**src/cbc_cfg.svh**
```systemverilog
// Offsets, field positions, reset values and masks of the core and bus clock unit.
// Assumes a 12-bit byte address from the register port and a 200 MHz clk_sys.
//
// What this block does
// - Core source select bits 26:24, codes 0-6 pick sources; core clock undivided.
// - Core AXI clock is core source divided by bits 1:0 plus one; reset 1.
// - Second core divider N is bits 9:8 plus one; resets to 3.
// - Core PLL divider P bits 17:16 divides by 1, 2, 4; below 288 MHz.
// - Core and bus selectors, AXI and bus dividers change glitch free while running; core P and N apply the cycle after the write.
// - Core gate bit 31 resets on; changes only when key 16'h16AA written.
// - System bus source bits 25:24; output divided by M then N of 1,2,4,8.
// - System bus divider M is bits 1:0 plus one.
// - Peripheral bus 0 source bits 25:24 incl. system bus; divided by M, N.
// - Peripheral bus 1 same sources and division as bus 0, own register.
// - Peripheral, display and deinterlacer M is 5-bit bits 4:0 plus one.
// - Memory bus register resets C000_0000, only bit 30 stored (reads 4000_0000); bit 30 low asserts reset.
// - Memory bus clock is DDR PLL divided by four.
// - Display clock: gate bit 31, source bits 26:24, divided by M.
// - Display bus register: reset release bit 16, bus gate bit 0, both zero.
// - Deinterlacer clock has the same gate, sources and M as display clock.
// - Core PLL bias: VCO reset-in bit 31 resets one; bias bits 20:16.
// - Each other PLL bias register: bits 20:16 read-write, reset 3.
// - Tuning: VCO range 30:28, gain 26:24 reset 4; counter 22:16 reset 40h.
// - Tuning: verify input 14:8 resets 40h; overrides bits 15 and 7 zero.
// - Tuning bits 6:0 read-only verify output, reset zero, writes ignored.
`ifndef CBC_CFG_SVH
`define CBC_CFG_SVH

`define CBC_OFF_CORE_PLL_BIAS 12'h300
`define CBC_OFF_DDR_PLL_BIAS 12'h310
`define CBC_OFF_PERI_PLL_BIAS 12'h320
`define CBC_OFF_VIDEO_A_BIAS 12'h340
`define CBC_OFF_VIDEO_B_BIAS 12'h348
`define CBC_OFF_VE_PLL_BIAS 12'h358
`define CBC_OFF_AUDIO_A_BIAS 12'h378
`define CBC_OFF_AUDIO_B_BIAS 12'h380
`define CBC_OFF_CORE_TUNING 12'h400
`define CBC_OFF_CORE_CONFIG 12'h500
`define CBC_OFF_CORE_GATE 12'h504
`define CBC_OFF_SYS_BUS 12'h510
`define CBC_OFF_PBUS0 12'h520
`define CBC_OFF_PBUS1 12'h524
`define CBC_OFF_MEM_BUS 12'h540
`define CBC_OFF_DISPLAY_ENGINE_CLK 12'h600
`define CBC_OFF_DE_BUS 12'h60C
`define CBC_OFF_DEINTERLACER_CLK 12'h620
`define CBC_OFF_DI_BUS 12'h62C

`define CBC_RST_CORE_PLL_BIAS 32'h8010_0000
`define CBC_RST_PLL_BIAS 32'h0003_0000
`define CBC_RST_TUNING 32'h4440_4000
`define CBC_RST_CORE_CONFIG 32'h0000_0301
`define CBC_RST_CORE_GATE 32'h8000_0000
`define CBC_RST_MEM_BUS 32'hC000_0000
`define CBC_RST_DISPLAY_ENGINE_CLK 32'hC000_0000
`define CBC_RST_ZERO 32'h0000_0000

`define CBC_MSK_CORE_PLL_BIAS 32'h801F_0000
`define CBC_MSK_PLL_BIAS 32'h001F_0000
`define CBC_MSK_TUNING 32'h777F_FF80
`define CBC_MSK_CORE_CONFIG 32'h0703_0303
`define CBC_MSK_CORE_GATE 32'h8000_0000
`define CBC_MSK_SYS_BUS 32'h0300_0303
`define CBC_MSK_PBUS 32'h0300_031F
`define CBC_MSK_MEM_BUS 32'h4000_0000
`define CBC_MSK_DEV_CLK 32'h8700_001F
`define CBC_MSK_DEV_BUS 32'h0001_0001

`define CBC_GATE_KEY 16'h16AA
`define CBC_MEM_BUS_DIV 8'h04

`define CBC_GATE_BIT 31
`define CBC_MEM_RST_BIT 30
`define CBC_SRC_LSB 24
`define CBC_P_LSB 16
`define CBC_N_LSB 8
`define CBC_M_LSB 0
`define CBC_CP_LSB 16
`define CBC_VCO_LSB 28
`define CBC_GAIN_LSB 24
`define CBC_CNT_LSB 16
`define CBC_OVR0_BIT 15
`define CBC_VIN_LSB 8
`define CBC_OVR1_BIT 7
`define CBC_BUS_RST_BIT 16
`define CBC_BUS_GATE_BIT 0

`endif

```
**src/cbc_pkg.sv**
```systemverilog
// Types shared by the core and bus clock unit and its users.
// Assumes the constants of cbc_cfg.svh.
package cbc_pkg;

  typedef struct packed {
    logic [11:0] addr;
    logic [31:0] wdata;
    logic wr;
    logic rd;
  } cbc_bus_req_s;

  typedef struct packed {
    logic [2:0] core_src;
    logic [1:0] core_pll_output_divider;
    logic [1:0] core_second_divider;
    logic core_on;
    logic vco_reset_input;
    logic [4:0] core_charge_pump_bias;
    logic [6:0][4:0] charge_pump_bias;
    logic [2:0] vco_range;
    logic [2:0] vco_gain;
    logic [6:0] counter_initial;
    logic verify_override_0;
    logic [6:0] verify_in;
    logic verify_override_1;
    logic [1:0] sys_src;
    logic [1:0] pbus0_src;
    logic [1:0] pbus1_src;
    logic [2:0] de_src;
    logic [2:0] di_src;
    logic memory_bus_reset_n;
    logic display_engine_reset_n;
    logic display_engine_bus_gate;
    logic deinterlacer_reset_n;
    logic deinterlacer_bus_gate;
  } cbc_ctl_s;

  typedef struct packed {
    logic core_clk_en;
    logic core_axi_clk_en;
    logic system_bus_clk_en;
    logic peripheral_bus0_clk_en;
    logic peripheral_bus1_clk_en;
    logic memory_bus_clk_en;
    logic display_engine_clk_en;
    logic deinterlacer_clk_en;
  } cbc_tick_s;

endpackage

```
**src/cbc_top.sv**
```systemverilog
// Core and bus clock unit: register file plus divider enables for each clock.
// Assumes clk_sys stands in for every source; outputs are one-cycle enables.
//
// The address-and-strobe port is this design's own decision.
`timescale 1ns/1ps
`include "cbc_cfg.svh"
module cbc_top #(
  parameter int NREG = 19,
  parameter int NDIV = 7
) (
  input wire logic clk_sys,
  input wire logic reset,
  input cbc_pkg::cbc_bus_req_s bus_req,
  output logic [31:0] bus_rdata,
  input wire logic [6:0] pll_verify_out_pin,
  output cbc_pkg::cbc_ctl_s ctl,
  output cbc_pkg::cbc_tick_s tick
);
  import cbc_pkg::*;

  localparam logic [11:0] OFFS [NREG] = '{
    `CBC_OFF_CORE_PLL_BIAS, `CBC_OFF_DDR_PLL_BIAS, `CBC_OFF_PERI_PLL_BIAS,
    `CBC_OFF_VIDEO_A_BIAS, `CBC_OFF_VIDEO_B_BIAS, `CBC_OFF_VE_PLL_BIAS,
    `CBC_OFF_AUDIO_A_BIAS, `CBC_OFF_AUDIO_B_BIAS, `CBC_OFF_CORE_TUNING,
    `CBC_OFF_CORE_CONFIG, `CBC_OFF_CORE_GATE, `CBC_OFF_SYS_BUS, `CBC_OFF_PBUS0,
    `CBC_OFF_PBUS1, `CBC_OFF_MEM_BUS, `CBC_OFF_DISPLAY_ENGINE_CLK, `CBC_OFF_DE_BUS,
    `CBC_OFF_DEINTERLACER_CLK, `CBC_OFF_DI_BUS};
  // Reset values
  localparam logic [31:0] RSTV [NREG] = '{
    `CBC_RST_CORE_PLL_BIAS, `CBC_RST_PLL_BIAS, `CBC_RST_PLL_BIAS, `CBC_RST_PLL_BIAS,
    `CBC_RST_PLL_BIAS, `CBC_RST_PLL_BIAS, `CBC_RST_PLL_BIAS, `CBC_RST_PLL_BIAS,
    `CBC_RST_TUNING, `CBC_RST_CORE_CONFIG, `CBC_RST_CORE_GATE, `CBC_RST_ZERO,
    `CBC_RST_ZERO, `CBC_RST_ZERO, `CBC_RST_MEM_BUS, `CBC_RST_DISPLAY_ENGINE_CLK,
    `CBC_RST_ZERO, `CBC_RST_ZERO, `CBC_RST_ZERO};
  // Writable bits; key and verify output are never stored
  localparam logic [31:0] MASK [NREG] = '{
    `CBC_MSK_CORE_PLL_BIAS, `CBC_MSK_PLL_BIAS, `CBC_MSK_PLL_BIAS, `CBC_MSK_PLL_BIAS,
    `CBC_MSK_PLL_BIAS, `CBC_MSK_PLL_BIAS, `CBC_MSK_PLL_BIAS, `CBC_MSK_PLL_BIAS,
    `CBC_MSK_TUNING, `CBC_MSK_CORE_CONFIG, `CBC_MSK_CORE_GATE, `CBC_MSK_SYS_BUS,
    `CBC_MSK_PBUS, `CBC_MSK_PBUS, `CBC_MSK_MEM_BUS, `CBC_MSK_DEV_CLK,
    `CBC_MSK_DEV_BUS, `CBC_MSK_DEV_CLK, `CBC_MSK_DEV_BUS};

  localparam int I_CPB = 0;
  localparam int I_TUNE = 8;
  localparam int I_CORE = 9;
  localparam int I_GATE = 10;
  localparam int I_SYS = 11;
  localparam int I_PB0 = 12;
  localparam int I_PB1 = 13;
  localparam int I_MBUS = 14;
  localparam int I_DE = 15;
  localparam int I_DEB = 16;
  localparam int I_DI = 17;
  localparam int I_DIB = 18;

  localparam int D_SYS = 0;
  localparam int D_PB0 = 1;
  localparam int D_PB1 = 2;
  localparam int D_AXI = 3;
  localparam int D_DE = 4;
  localparam int D_DI = 5;
  localparam int D_MBUS = 6;

  // Returns {hit, index}
  function automatic logic [5:0] reg_index(input logic [11:0] a);
    logic [5:0] r;
    r = 6'h00;
    for (int i = 0; i < NREG; i++) begin
      if (a == OFFS[i]) begin
        r = {1'b1, 5'(i)};
      end
    end
    return r;
  endfunction

  // Last count of a period of (m + 1) * 2^n source cycles
  function automatic logic [7:0] div_last(input logic [4:0] m, input logic [1:0] n);
    logic [9:0] p;
    p = (10'(m) + 10'h001) << n;
    return 8'(p - 10'h001);
  endfunction

  logic [31:0] reg_q [NREG];
  logic [31:0] rdata_q;
  logic [6:0] vin_s1_q;
  logic [6:0] vin_s2_q;
  logic [6:0] vin_s3_q;
  logic [6:0] verify_q;
  logic [7:0] cnt_q [NDIV];
  logic [7:0] lim_q [NDIV];
  logic [2:0] src_q [NDIV];
  logic [NDIV-1:0] tick_q;

  logic [7:0] want_lim [NDIV];
  logic [2:0] want_src [NDIV];
  logic [NDIV-1:0] adv;
  logic [NDIV-1:0] period_end;

  // Bus decode
  wire [5:0] dec = reg_index(bus_req.addr);
  wire hit = dec[5];
  wire [4:0] idx = dec[4:0];
  wire key_ok = bus_req.wdata[15:0] == `CBC_GATE_KEY;
  wire gate_wr = bus_req.wr && hit && (idx == 5'(I_GATE));
  wire reg_we = bus_req.wr && hit && ((idx != 5'(I_GATE)) || key_ok);
  wire [31:0] stored = hit ? reg_q[idx] : 32'h0000_0000;
  wire [31:0] rd_word = (hit && idx == 5'(I_TUNE)) ? (stored | {25'h0000000, verify_q})
                                                   : stored;

  always_ff @(posedge clk_sys or posedge reset) begin
    if (reset) begin
      for (int i = 0; i < NREG; i++) begin
        reg_q[i] <= RSTV[i] & MASK[i];
      end
    end else if (reg_we) begin
      reg_q[idx] <= bus_req.wdata & MASK[idx];
    end
  end

  // Read data live for exactly one cycle after the strobe
  always_ff @(posedge clk_sys or posedge reset) begin
    if (reset) begin
      rdata_q <= 32'h0000_0000;
    end else begin
      rdata_q <= bus_req.rd ? rd_word : 32'h0000_0000;
    end
  end

  // Analog verify output: settle filter so a half-changed word is never read
  always_ff @(posedge clk_sys or posedge reset) begin
    if (reset) begin
      vin_s1_q <= 7'h00;
      vin_s2_q <= 7'h00;
      vin_s3_q <= 7'h00;
      verify_q <= 7'h00;
    end else begin
      vin_s1_q <= pll_verify_out_pin;
      vin_s2_q <= vin_s1_q;
      vin_s3_q <= vin_s2_q;
      if (vin_s2_q == vin_s3_q) begin
        verify_q <= vin_s3_q;
      end
    end
  end

  // Divider targets
  assign want_lim[D_SYS] = div_last({3'h0, reg_q[I_SYS][`CBC_M_LSB +: 2]},
                                    reg_q[I_SYS][`CBC_N_LSB +: 2]);
  assign want_lim[D_PB0] = div_last(reg_q[I_PB0][`CBC_M_LSB +: 5],
                                    reg_q[I_PB0][`CBC_N_LSB +: 2]);
  assign want_lim[D_PB1] = div_last(reg_q[I_PB1][`CBC_M_LSB +: 5],
                                    reg_q[I_PB1][`CBC_N_LSB +: 2]);
  assign want_lim[D_AXI] = div_last({3'h0, reg_q[I_CORE][`CBC_M_LSB +: 2]}, 2'h0);
  assign want_lim[D_DE] = div_last(reg_q[I_DE][`CBC_M_LSB +: 5], 2'h0);
  assign want_lim[D_DI] = div_last(reg_q[I_DI][`CBC_M_LSB +: 5], 2'h0);
  assign want_lim[D_MBUS] = `CBC_MEM_BUS_DIV - 8'h01;

  assign want_src[D_SYS] = {1'b0, reg_q[I_SYS][`CBC_SRC_LSB +: 2]};
  assign want_src[D_PB0] = {1'b0, reg_q[I_PB0][`CBC_SRC_LSB +: 2]};
  assign want_src[D_PB1] = {1'b0, reg_q[I_PB1][`CBC_SRC_LSB +: 2]};
  assign want_src[D_AXI] = reg_q[I_CORE][`CBC_SRC_LSB +: 3];
  assign want_src[D_DE] = reg_q[I_DE][`CBC_SRC_LSB +: 3];
  assign want_src[D_DI] = reg_q[I_DI][`CBC_SRC_LSB +: 3];
  assign want_src[D_MBUS] = 3'h0;

  // Source code 10 of a peripheral bus counts system bus periods
  assign adv[D_SYS] = 1'b1;
  assign adv[D_PB0] = (src_q[D_PB0] == 3'h2) ? tick_q[D_SYS] : 1'b1;
  assign adv[D_PB1] = (src_q[D_PB1] == 3'h2) ? tick_q[D_SYS] : 1'b1;
  assign adv[D_AXI] = reg_q[I_GATE][`CBC_GATE_BIT];
  assign adv[D_DE] = reg_q[I_DE][`CBC_GATE_BIT];
  assign adv[D_DI] = reg_q[I_DI][`CBC_GATE_BIT];
  assign adv[D_MBUS] = 1'b1;

  always_comb begin
    for (int i = 0; i < NDIV; i++) begin
      period_end[i] = adv[i] && (cnt_q[i] >= lim_q[i]);
    end
  end

  // New ratio and source only at a period boundary, so no runt pulse
  always_ff @(posedge clk_sys or posedge reset) begin
    if (reset) begin
      for (int i = 0; i < NDIV; i++) begin
        cnt_q[i] <= 8'h00;
        lim_q[i] <= 8'h00;
        src_q[i] <= 3'h0;
      end
      tick_q <= '0;
    end else begin
      tick_q <= period_end;
      for (int i = 0; i < NDIV; i++) begin
        if (period_end[i]) begin
          cnt_q[i] <= 8'h00;
          lim_q[i] <= want_lim[i];
          src_q[i] <= want_src[i];
        end else if (adv[i]) begin
          cnt_q[i] <= cnt_q[i] + 8'h01;
        end
      end
    end
  end

  // Outputs, all straight from flip-flops
  assign bus_rdata = rdata_q;
  assign ctl.core_src = src_q[D_AXI];
  assign ctl.core_pll_output_divider = reg_q[I_CORE][`CBC_P_LSB +: 2];
  assign ctl.core_second_divider = reg_q[I_CORE][`CBC_N_LSB +: 2];
  assign ctl.core_on = reg_q[I_GATE][`CBC_GATE_BIT];
  assign ctl.vco_reset_input = reg_q[I_CPB][`CBC_GATE_BIT];
  assign ctl.core_charge_pump_bias = reg_q[I_CPB][`CBC_CP_LSB +: 5];
  // Element 0 is the DDR PLL, then upward in offset order
  assign ctl.charge_pump_bias = {reg_q[7][`CBC_CP_LSB +: 5], reg_q[6][`CBC_CP_LSB +: 5],
                                 reg_q[5][`CBC_CP_LSB +: 5], reg_q[4][`CBC_CP_LSB +: 5],
                                 reg_q[3][`CBC_CP_LSB +: 5], reg_q[2][`CBC_CP_LSB +: 5],
                                 reg_q[1][`CBC_CP_LSB +: 5]};
  assign ctl.vco_range = reg_q[I_TUNE][`CBC_VCO_LSB +: 3];
  assign ctl.vco_gain = reg_q[I_TUNE][`CBC_GAIN_LSB +: 3];
  assign ctl.counter_initial = reg_q[I_TUNE][`CBC_CNT_LSB +: 7];
  assign ctl.verify_override_0 = reg_q[I_TUNE][`CBC_OVR0_BIT];
  assign ctl.verify_in = reg_q[I_TUNE][`CBC_VIN_LSB +: 7];
  assign ctl.verify_override_1 = reg_q[I_TUNE][`CBC_OVR1_BIT];
  assign ctl.sys_src = src_q[D_SYS][1:0];
  assign ctl.pbus0_src = src_q[D_PB0][1:0];
  assign ctl.pbus1_src = src_q[D_PB1][1:0];
  assign ctl.de_src = src_q[D_DE];
  assign ctl.di_src = src_q[D_DI];
  assign ctl.memory_bus_reset_n = reg_q[I_MBUS][`CBC_MEM_RST_BIT];
  assign ctl.display_engine_reset_n = reg_q[I_DEB][`CBC_BUS_RST_BIT];
  assign ctl.display_engine_bus_gate = reg_q[I_DEB][`CBC_BUS_GATE_BIT];
  assign ctl.deinterlacer_reset_n = reg_q[I_DIB][`CBC_BUS_RST_BIT];
  assign ctl.deinterlacer_bus_gate = reg_q[I_DIB][`CBC_BUS_GATE_BIT];

  assign tick.core_clk_en = reg_q[I_GATE][`CBC_GATE_BIT];
  assign tick.core_axi_clk_en = tick_q[D_AXI];
  assign tick.system_bus_clk_en = tick_q[D_SYS];
  assign tick.peripheral_bus0_clk_en = tick_q[D_PB0];
  assign tick.peripheral_bus1_clk_en = tick_q[D_PB1];
  assign tick.memory_bus_clk_en = tick_q[D_MBUS];
  assign tick.display_engine_clk_en = tick_q[D_DE];
  assign tick.deinterlacer_clk_en = tick_q[D_DI];
endmodule // cbc_top

```
**config.mk**
```make
export PLATFORM = sky130hd
export DESIGN_NAME = cbc_top
export DESIGN_NICKNAME = d
export VERILOG_FILES = /design/src/cbc_pkg.sv /design/src/cbc_top.sv
export VERILOG_INCLUDE_DIRS = /design/src
export SDC_FILE = /design/constraint.sdc
export NUM_CORES = 2
export LEC_CHECK = 0
export BUFFER_PORTS_ARGS = -buffer_cell sky130_fd_sc_hd__buf_2
export CAP_MARGIN = 20
export CORE_ASPECT_RATIO = 1.1
export CORE_UTILIZATION = 26
export DETAILED_ROUTE_END_ITERATION = 10
export PLACE_DENSITY = 0.37
export SLEW_MARGIN = 10
export SYNTH_ARGS = -nofsm -noshare
export SYNTH_HDL_FRONTEND = slang
export SYNTH_SLANG_ARGS = --single-unit
```
**constraint.sdc**
```tcl
create_clock -name clk_sys -period 23.4 [get_ports clk_sys]
set_clock_uncertainty 0.2 [all_clocks]
set_input_delay 0 -clock clk_sys [delete_from_list [all_inputs] [get_ports clk_sys]]
set_output_delay 0 -clock clk_sys [all_outputs]
set_load 0.01 [all_outputs]
```
# == Word-level counts from Yosys, hierarchy flattened ==
# Memory sizes are Yosys's and may differ from the RTL's.
# Index checks and enable logic that the tools add are counted.
# op_classes
muxes,44
shifts,3
n_eq_ne,25
n_reduce_logical,15
n_bitwise,3
n_lt_le_gt_ge,9
add_sub_neg,19
# op_table
operator,count
bitwise mux 608 bit,1
two-way mux 32 bit,8
binary-select mux 32 bit (select 5 bit),1
demux 32 bit (select 5 bit),1
== test 12 x 11 -> 1 bit (second input constant),11
two-way mux 6 bit,19
== test 12 x 10 -> 1 bit (second input constant),8
two-way mux 8 bit,12
adder 8 x 1 -> 8 bit (second input constant),7
greater-or-equal comparator 8 bit,6
AND 32 bit,1
bitwise OR 32 x 7 -> 32 bit,1
adder 5 x 1 -> 6 bit (second input constant),4
subtractor 8 x 1 -> 8 bit (second input constant),3
== test 16 x 13 -> 1 bit (second input constant),1
left shift 6 x 2 -> 8 bit,2
subtractor 6 x 1 -> 7 bit (second input constant),2
nonzero test 2 bit,5
logical AND 1 bit,9
greater-or-equal comparator 8 x 2 -> 1 bit,1
left shift 3 x 2 -> 8 bit,1
== test 7 bit,1
adder 2 x 1 -> 3 bit (second input constant),2
greater-or-equal comparator 6 bit (second input constant),1
8 further kinds,10
# totals
romBits,1024
inputBits,55
n_memories,1
ff_bits,795
# mem_list
memory,words,width,rd,rd_clocked_by_memory_dff,wr,line,text
(name not given),32,32,1,0,0,cbc_top.sv:116,reg_q[idx] <= bus_req.wdata & MASK[idx];

# == Longest topological paths before layout ==
# depth
ltp_word,28
depth_mapped,13

# == Worst setup path after synthesis ==
# Ideal clock, no wire load.
# synth_timing
path_kind,flip-flop to flip-flop
start,reg cnt_q[48] (netlist name)
end,reg lim_q[49] (netlist name)
path_slack_ns,20.822
t_required_ns,23.064
t_arrival_ns,2.242
setup_ns,0.136
stages_incl_launch_ff,14
cell_sequence,dfrtp_1 > inv_1 > ha_1 > nand2b_1 > a21o_1 > a21o_1 > a21o_1 > a21oi_1 > nor2b_1 > o21ai_0 > a21o_1 > inv_2 > buf_1 > mux2i_1
# synth_between
elab_chain_len,1
# synth_rtl
item,line,text
from (decl),cbc_top.sv:89,logic [7:0] cnt_q [NDIV];
"from (signal, indexed assignment)",cbc_top.sv:198,cnt_q[i] <= cnt_q[i] + 8'h01;
greater-or-equal comparator 8 bit,cbc_top.sv:177,period_end[i] = adv[i] && (cnt_q[i] >= lim_q[i]);
via period_end[0],cbc_top.sv:97,logic [NDIV-1:0] period_end;
"to (signal, indexed assignment)",cbc_top.sv:195,lim_q[i] <= want_lim[i];
to (decl),cbc_top.sv:90,logic [7:0] lim_q [NDIV];
# The timed path passes the listed nets, and every way through them passes these cells.
# A chain may end at the register's enable or synchronous reset.

# == Worst setup path in the final report ==
# layout_timing
start,in bus_req[38] (netlist name)
end,"reg rdata_q[0], in the netlist bus_rdata[0]"
# layout_between
elab_chain_len,27
# layout_rtl
item,line,text
from (decl),cbc_top.sv:13,"input cbc_pkg::cbc_bus_req_s bus_req,"
== test 12 x 10 -> 1 bit,cbc_top.sv:69,if (a == OFFS[i]) begin
two-way mux 6 bit (17 in a row),cbc_top.sv:69,
two-way mux 6 bit (*),cbc_top.sv:69,
inverter 5 -> 6 bit (not written as such),cbc_top.sv:106,wire [31:0] stored = hit ? reg_q[idx] : 32'h0000_0000;
binary-select mux 32 bit (select 5 bit),cbc_top.sv:106,
two-way mux 32 bit (not written as such) (2 in a row),cbc_top.sv:106,
two-way mux 32 bit,cbc_top.sv:106,
bitwise OR 32 x 7 -> 32 bit,cbc_top.sv:107,"wire [31:0] rd_word = (hit && idx == 5'(I_TUNE)) ? (stored | {25'h0000000, verify_q})"
two-way mux 32 bit (*),cbc_top.sv:107,
two-way mux 32 bit (*),cbc_top.sv:125,rdata_q <= bus_req.rd ? rd_word : 32'h0000_0000;
to (signal assigned),cbc_top.sv:125,
to (decl),cbc_top.sv:84,logic [31:0] rdata_q;
# Every way passes the cells marked *; elsewhere a longest branch is shown, timed or not. The select of a mux whose other input is x is not followed.

==> flow_metrics.env <==
export IMPL_hp_start="bus_req[26]"
export IMPL_final_cell_mix="dfrtp_1, nand2_1, and2_1"
export IMPL_ys_seq_area_share_pct=56.0
export IMPL_fill_cells=12247
export IMPL_cts_tree="yes"
export IMPL_synth_async_reset_ratio_pct=100
export IMPL_internal_power_w=0.00211
export IMPL_gr_usage_all_layers_pct=18.1
export IMPL_p_clk_share_pct=50.8
export IMPL_slowest_delay_ps=790
export IMPL_clock_path_buffers=3
export IMPL_wl_met1_microns=49900
export IMPL_crit_path_end_kind="flip-flop"
export IMPL_outcome="finished clean"
export IMPL_dieHeight_microns=367
export IMPL_synth_cell_types=88
export IMPL_layout_min_cycle_time_ps=5090
export IMPL_utilization_pct=30.9
export IMPL_hpwl_microns=70100
export IMPL_drc_errors=0
export IMPL_period_share_pct=21.7
export IMPL_fp_row_count=133
export IMPL_synth_edf_count=0
export IMPL_p_switching_w=0.000640
export IMPL_rrSetupSlack_ps=20400
export IMPL_grt_overflow=0
export IMPL_first_global_vias=24285
export IMPL_hold_end="reg_q[56]$_DFFE_PP0P_"
export IMPL_syn2layout_area_growth_pct=17.7
export IMPL_power_w=0.00275
export IMPL_hold_class="in -> reg"
export IMPL_layout_nets=3310
export IMPL_cts_clk_slew_worst_paths_ps=60
export IMPL_p_sw_share_pct=23.2
export IMPL_rsz0062_at_grt="no"
export IMPL_wl_per_cell_microns=22.6
export IMPL_clk_latency_ps=670
export IMPL_syn_area_sq_um=31500
export IMPL_path_class="in -> reg"
export IMPL_synth_flop_cell="dfrtp_1"
export IMPL_syn_area_per_cell_sq_um=10.2
export IMPL_hold_slack_ps=11.5
export IMPL_drtAntennaViolNets=0
export IMPL_firstDrtPassIters=7
export IMPL_fin_setup_tns_ps=0
export IMPL_fmax_mhz=197
export IMPL_slew_viol_final=0
export IMPL_vias_per_cell=4.73
export IMPL_crit_arrival_ps=5470
export IMPL_worst_path_max_fanout=53
export IMPL_ys_warn_count=0
export IMPL_power_frac_comb_pct=4.2
export IMPL_crit_buf_inv=5
export IMPL_final_area_sq_um=37100
export IMPL_post_dp_cell_area_sq_um=33500
export IMPL_cp_top_family="buffers and inverters"
export IMPL_root_buffer="clkbuf_16"
export IMPL_yosys_register_bits=705
export IMPL_cpMaxStageDelayCell="buf_4"
export IMPL_drt_total_wl_microns=110000
export IMPL_worstRegToRegCells=12
export IMPL_start_util_pct=26.3
export IMPL_ir_drop_uv=49.9
export IMPL_gp_routability_congestion=0.782
export IMPL_r2r_start="cnt_q[32]$_DFFE_PP0P_"
export IMPL_cts_setup_buffers=0
export IMPL_dieArea_sq_um=123000
export IMPL_maxSlewHeadroom_pct=30.6
export IMPL_grt_max_degree=110
export IMPL_synth_cells=3083
export IMPL_drv_cap=0
export IMPL_top_layer="met5"
export IMPL_path_cells="dlygate4sd3_1 > buf_2 > or4b_1 > or3_1 > nand3_4 > buf_4 > buf_4 > mux2i_1 > a221oi_1 > o21ai_0 > o22ai_1 > dlygate4sd3_1"
export IMPL_cts_htree_levels=3
export IMPL_port_buffers=178
export IMPL_dr_wl_met3_microns=4850
export IMPL_cts_sinks=705
export IMPL_layout_commonest_cell="dfrtp_1"
export IMPL_grt_pass1_wl_microns=166000
export IMPL_required_ps=23780
export IMPL_hold_viol_final=0
export IMPL_vias=23166
export IMPL_setup_viol=0
export IMPL_die_x_microns=334
export IMPL_wl_met2_microns=53000
export IMPL_min_path_cells=3
export IMPL_drive_gt1_share_pct=15.1
export IMPL_antenna_found_initial=4
export IMPL_core_area_sq_um=120000
export IMPL_numCtsBuffers=86
export IMPL_ios=183
export IMPL_drtIter0Drc=1385
export IMPL_critPathLaunchType="input pin"
export IMPL_p_seq_share_pct=45.1
export IMPL_pwr_density_cell_nw_per_um2=74.2
export IMPL_timing_rr_end="lim_q[32]$_DFFE_PP0P_"
export IMPL_worst_pin_slew_ps=1040
export IMPL_leakagePower_nw=17.6
==> state kept, by name (all words and copies together) (netlist names) <==
register and count:
bus_rdata 30, lim_q 37, adv 2, vin_s3_q 7, reg_q 457, vin_s2_q 7
verify_q 7, vin_s1_q 7, ctl 88, tick_q 7, cnt_q 56
==> Yosys cell counts, drive strengths merged (4+ instances only) <==
master	n	area share (%)
a211o	6	0.17
a211oi	16	0.40
a21o	27	0.64
a21oi	95	1.5
a221oi	7	0.19
a22oi	7	0.17
a311oi	10	0.28
a31oi	37	0.73
and2	325	6.4
and3	27	0.54
buf	173	3.6
clkbuf	93	1.1
dfrtp	679	54
dfstp	26	2.2
ha	51	2.0
inv	62	0.74
mux2	45	1.6
mux2i	39	1.2
nand2	445	5.4
nand2b	21	0.42
nand3	68	1.1
nand3b	6	0.14
nand4	15	0.30
nor2	129	1.6
nor2b	111	2.2
nor3	73	1.2
nor3b	8	0.19
nor4	14	0.36
o211ai	23	0.55
o21ai	200	3.2
o221ai	12	0.35
o22a	4	0.11
o22ai	63	1.2
o311ai	21	0.58
o31ai	6	0.14
o32ai	6	0.17
or2	4	0.079
or3	38	0.77
or4	6	0.15
xnor2	17	0.47
xor2	29	0.81
==> timing repair <==
action	CTS	global route
hold buffers	61	1
endpoints found under the setup margin	0	0
endpoints found under the hold margin	257	1
resized for setup	0	0
==> final cells by class <==
type / count / area [sq um] / share of cell area (%)
Sequential cell: 705 / 17700 / 47.6
Multi-Input combinational cell: 2053 / 12300 / 33.1
Clock buffer: 124 / 2490 / 6.70
Tap cell: 1620 / 2030 / 5.46
Timing Repair Buffer: 293 / 1930 / 5.20
Clock inverter: 36 / 475 / 1.28
Inverter: 65 / 251 / 0.678
Antenna cell: 1 / 2.50 / 0.00674
==> tightest hold or removal path, stage by stage <==
cell,delay [ps]
dlygate4sd3_1,520
buf_2,160
mux2_2,150
==> stage by stage <==
| stage | cells | setup WS (ps) |
|---|---|---|
| after floorplan | 3089 | 3470 |
| after global placement | 4673 | 18550 |
| after detailed placement | 4673 | 18580 |
| after CTS | 4894 | 18210 |
| after global routing | 4896 | 18100 |
| final | 4897 | 18310 |
==> cells by family (layout without fill, tap and decap cells) <==
family,Yosys count,count (layout),share of synthesized area (%)
DFF,705,705,56.0
other,1,8,0.0119
buffers and inverters,331,518,5.51
xor gates and xnor gates,46,46,1.28
adders and majority gates,51,51,2.02
muxes,84,84,2.84
AOI/OAI and AO/OA,561,561,11.0
and+or+nand+nor,1304,1304,21.3
==> per-layer routing <==
layer  vias up  global-route usage [%]
met5         -                       0
li1      10676                       -
met3       135                    2.56
met1     11837                    24.1
met2       516                    30.2
met4         2                    5.35
==> power groups by stage <==
stage	clock [W]	combinational (W)	sequential (W)
4_1_cts	0.00144	0.000118	0.00124
3_5_place_dp	0	0.000110	0.00126
5_1_grt	0.00149	0.000132	0.00124
2_1_floorplan	0	0.0000719	0.00126
6_report	0.00140	0.000115	0.00124
3_3_place_gp	0	0.000109	0.00126
==> worst max path at each step <==
stage	depth (start not counted)	from	to
5_1_grt	9	reset	reg_q[176]$_DFFE_PP0P_
6_report	12	bus_req[38]	bus_rdata[0]$_DFF_PP0_
4_1_cts	12	bus_req[38]	bus_rdata[0]$_DFF_PP0_
2_1_floorplan	1	reset	adv[5]$_DFFE_PP0P_
3_3_place_gp	10	bus_req[40]	bus_rdata[0]$_DFF_PP0_
3_5_place_dp	10	bus_req[40]	bus_rdata[0]$_DFF_PP0_
(Power assumes the default switching activity.)
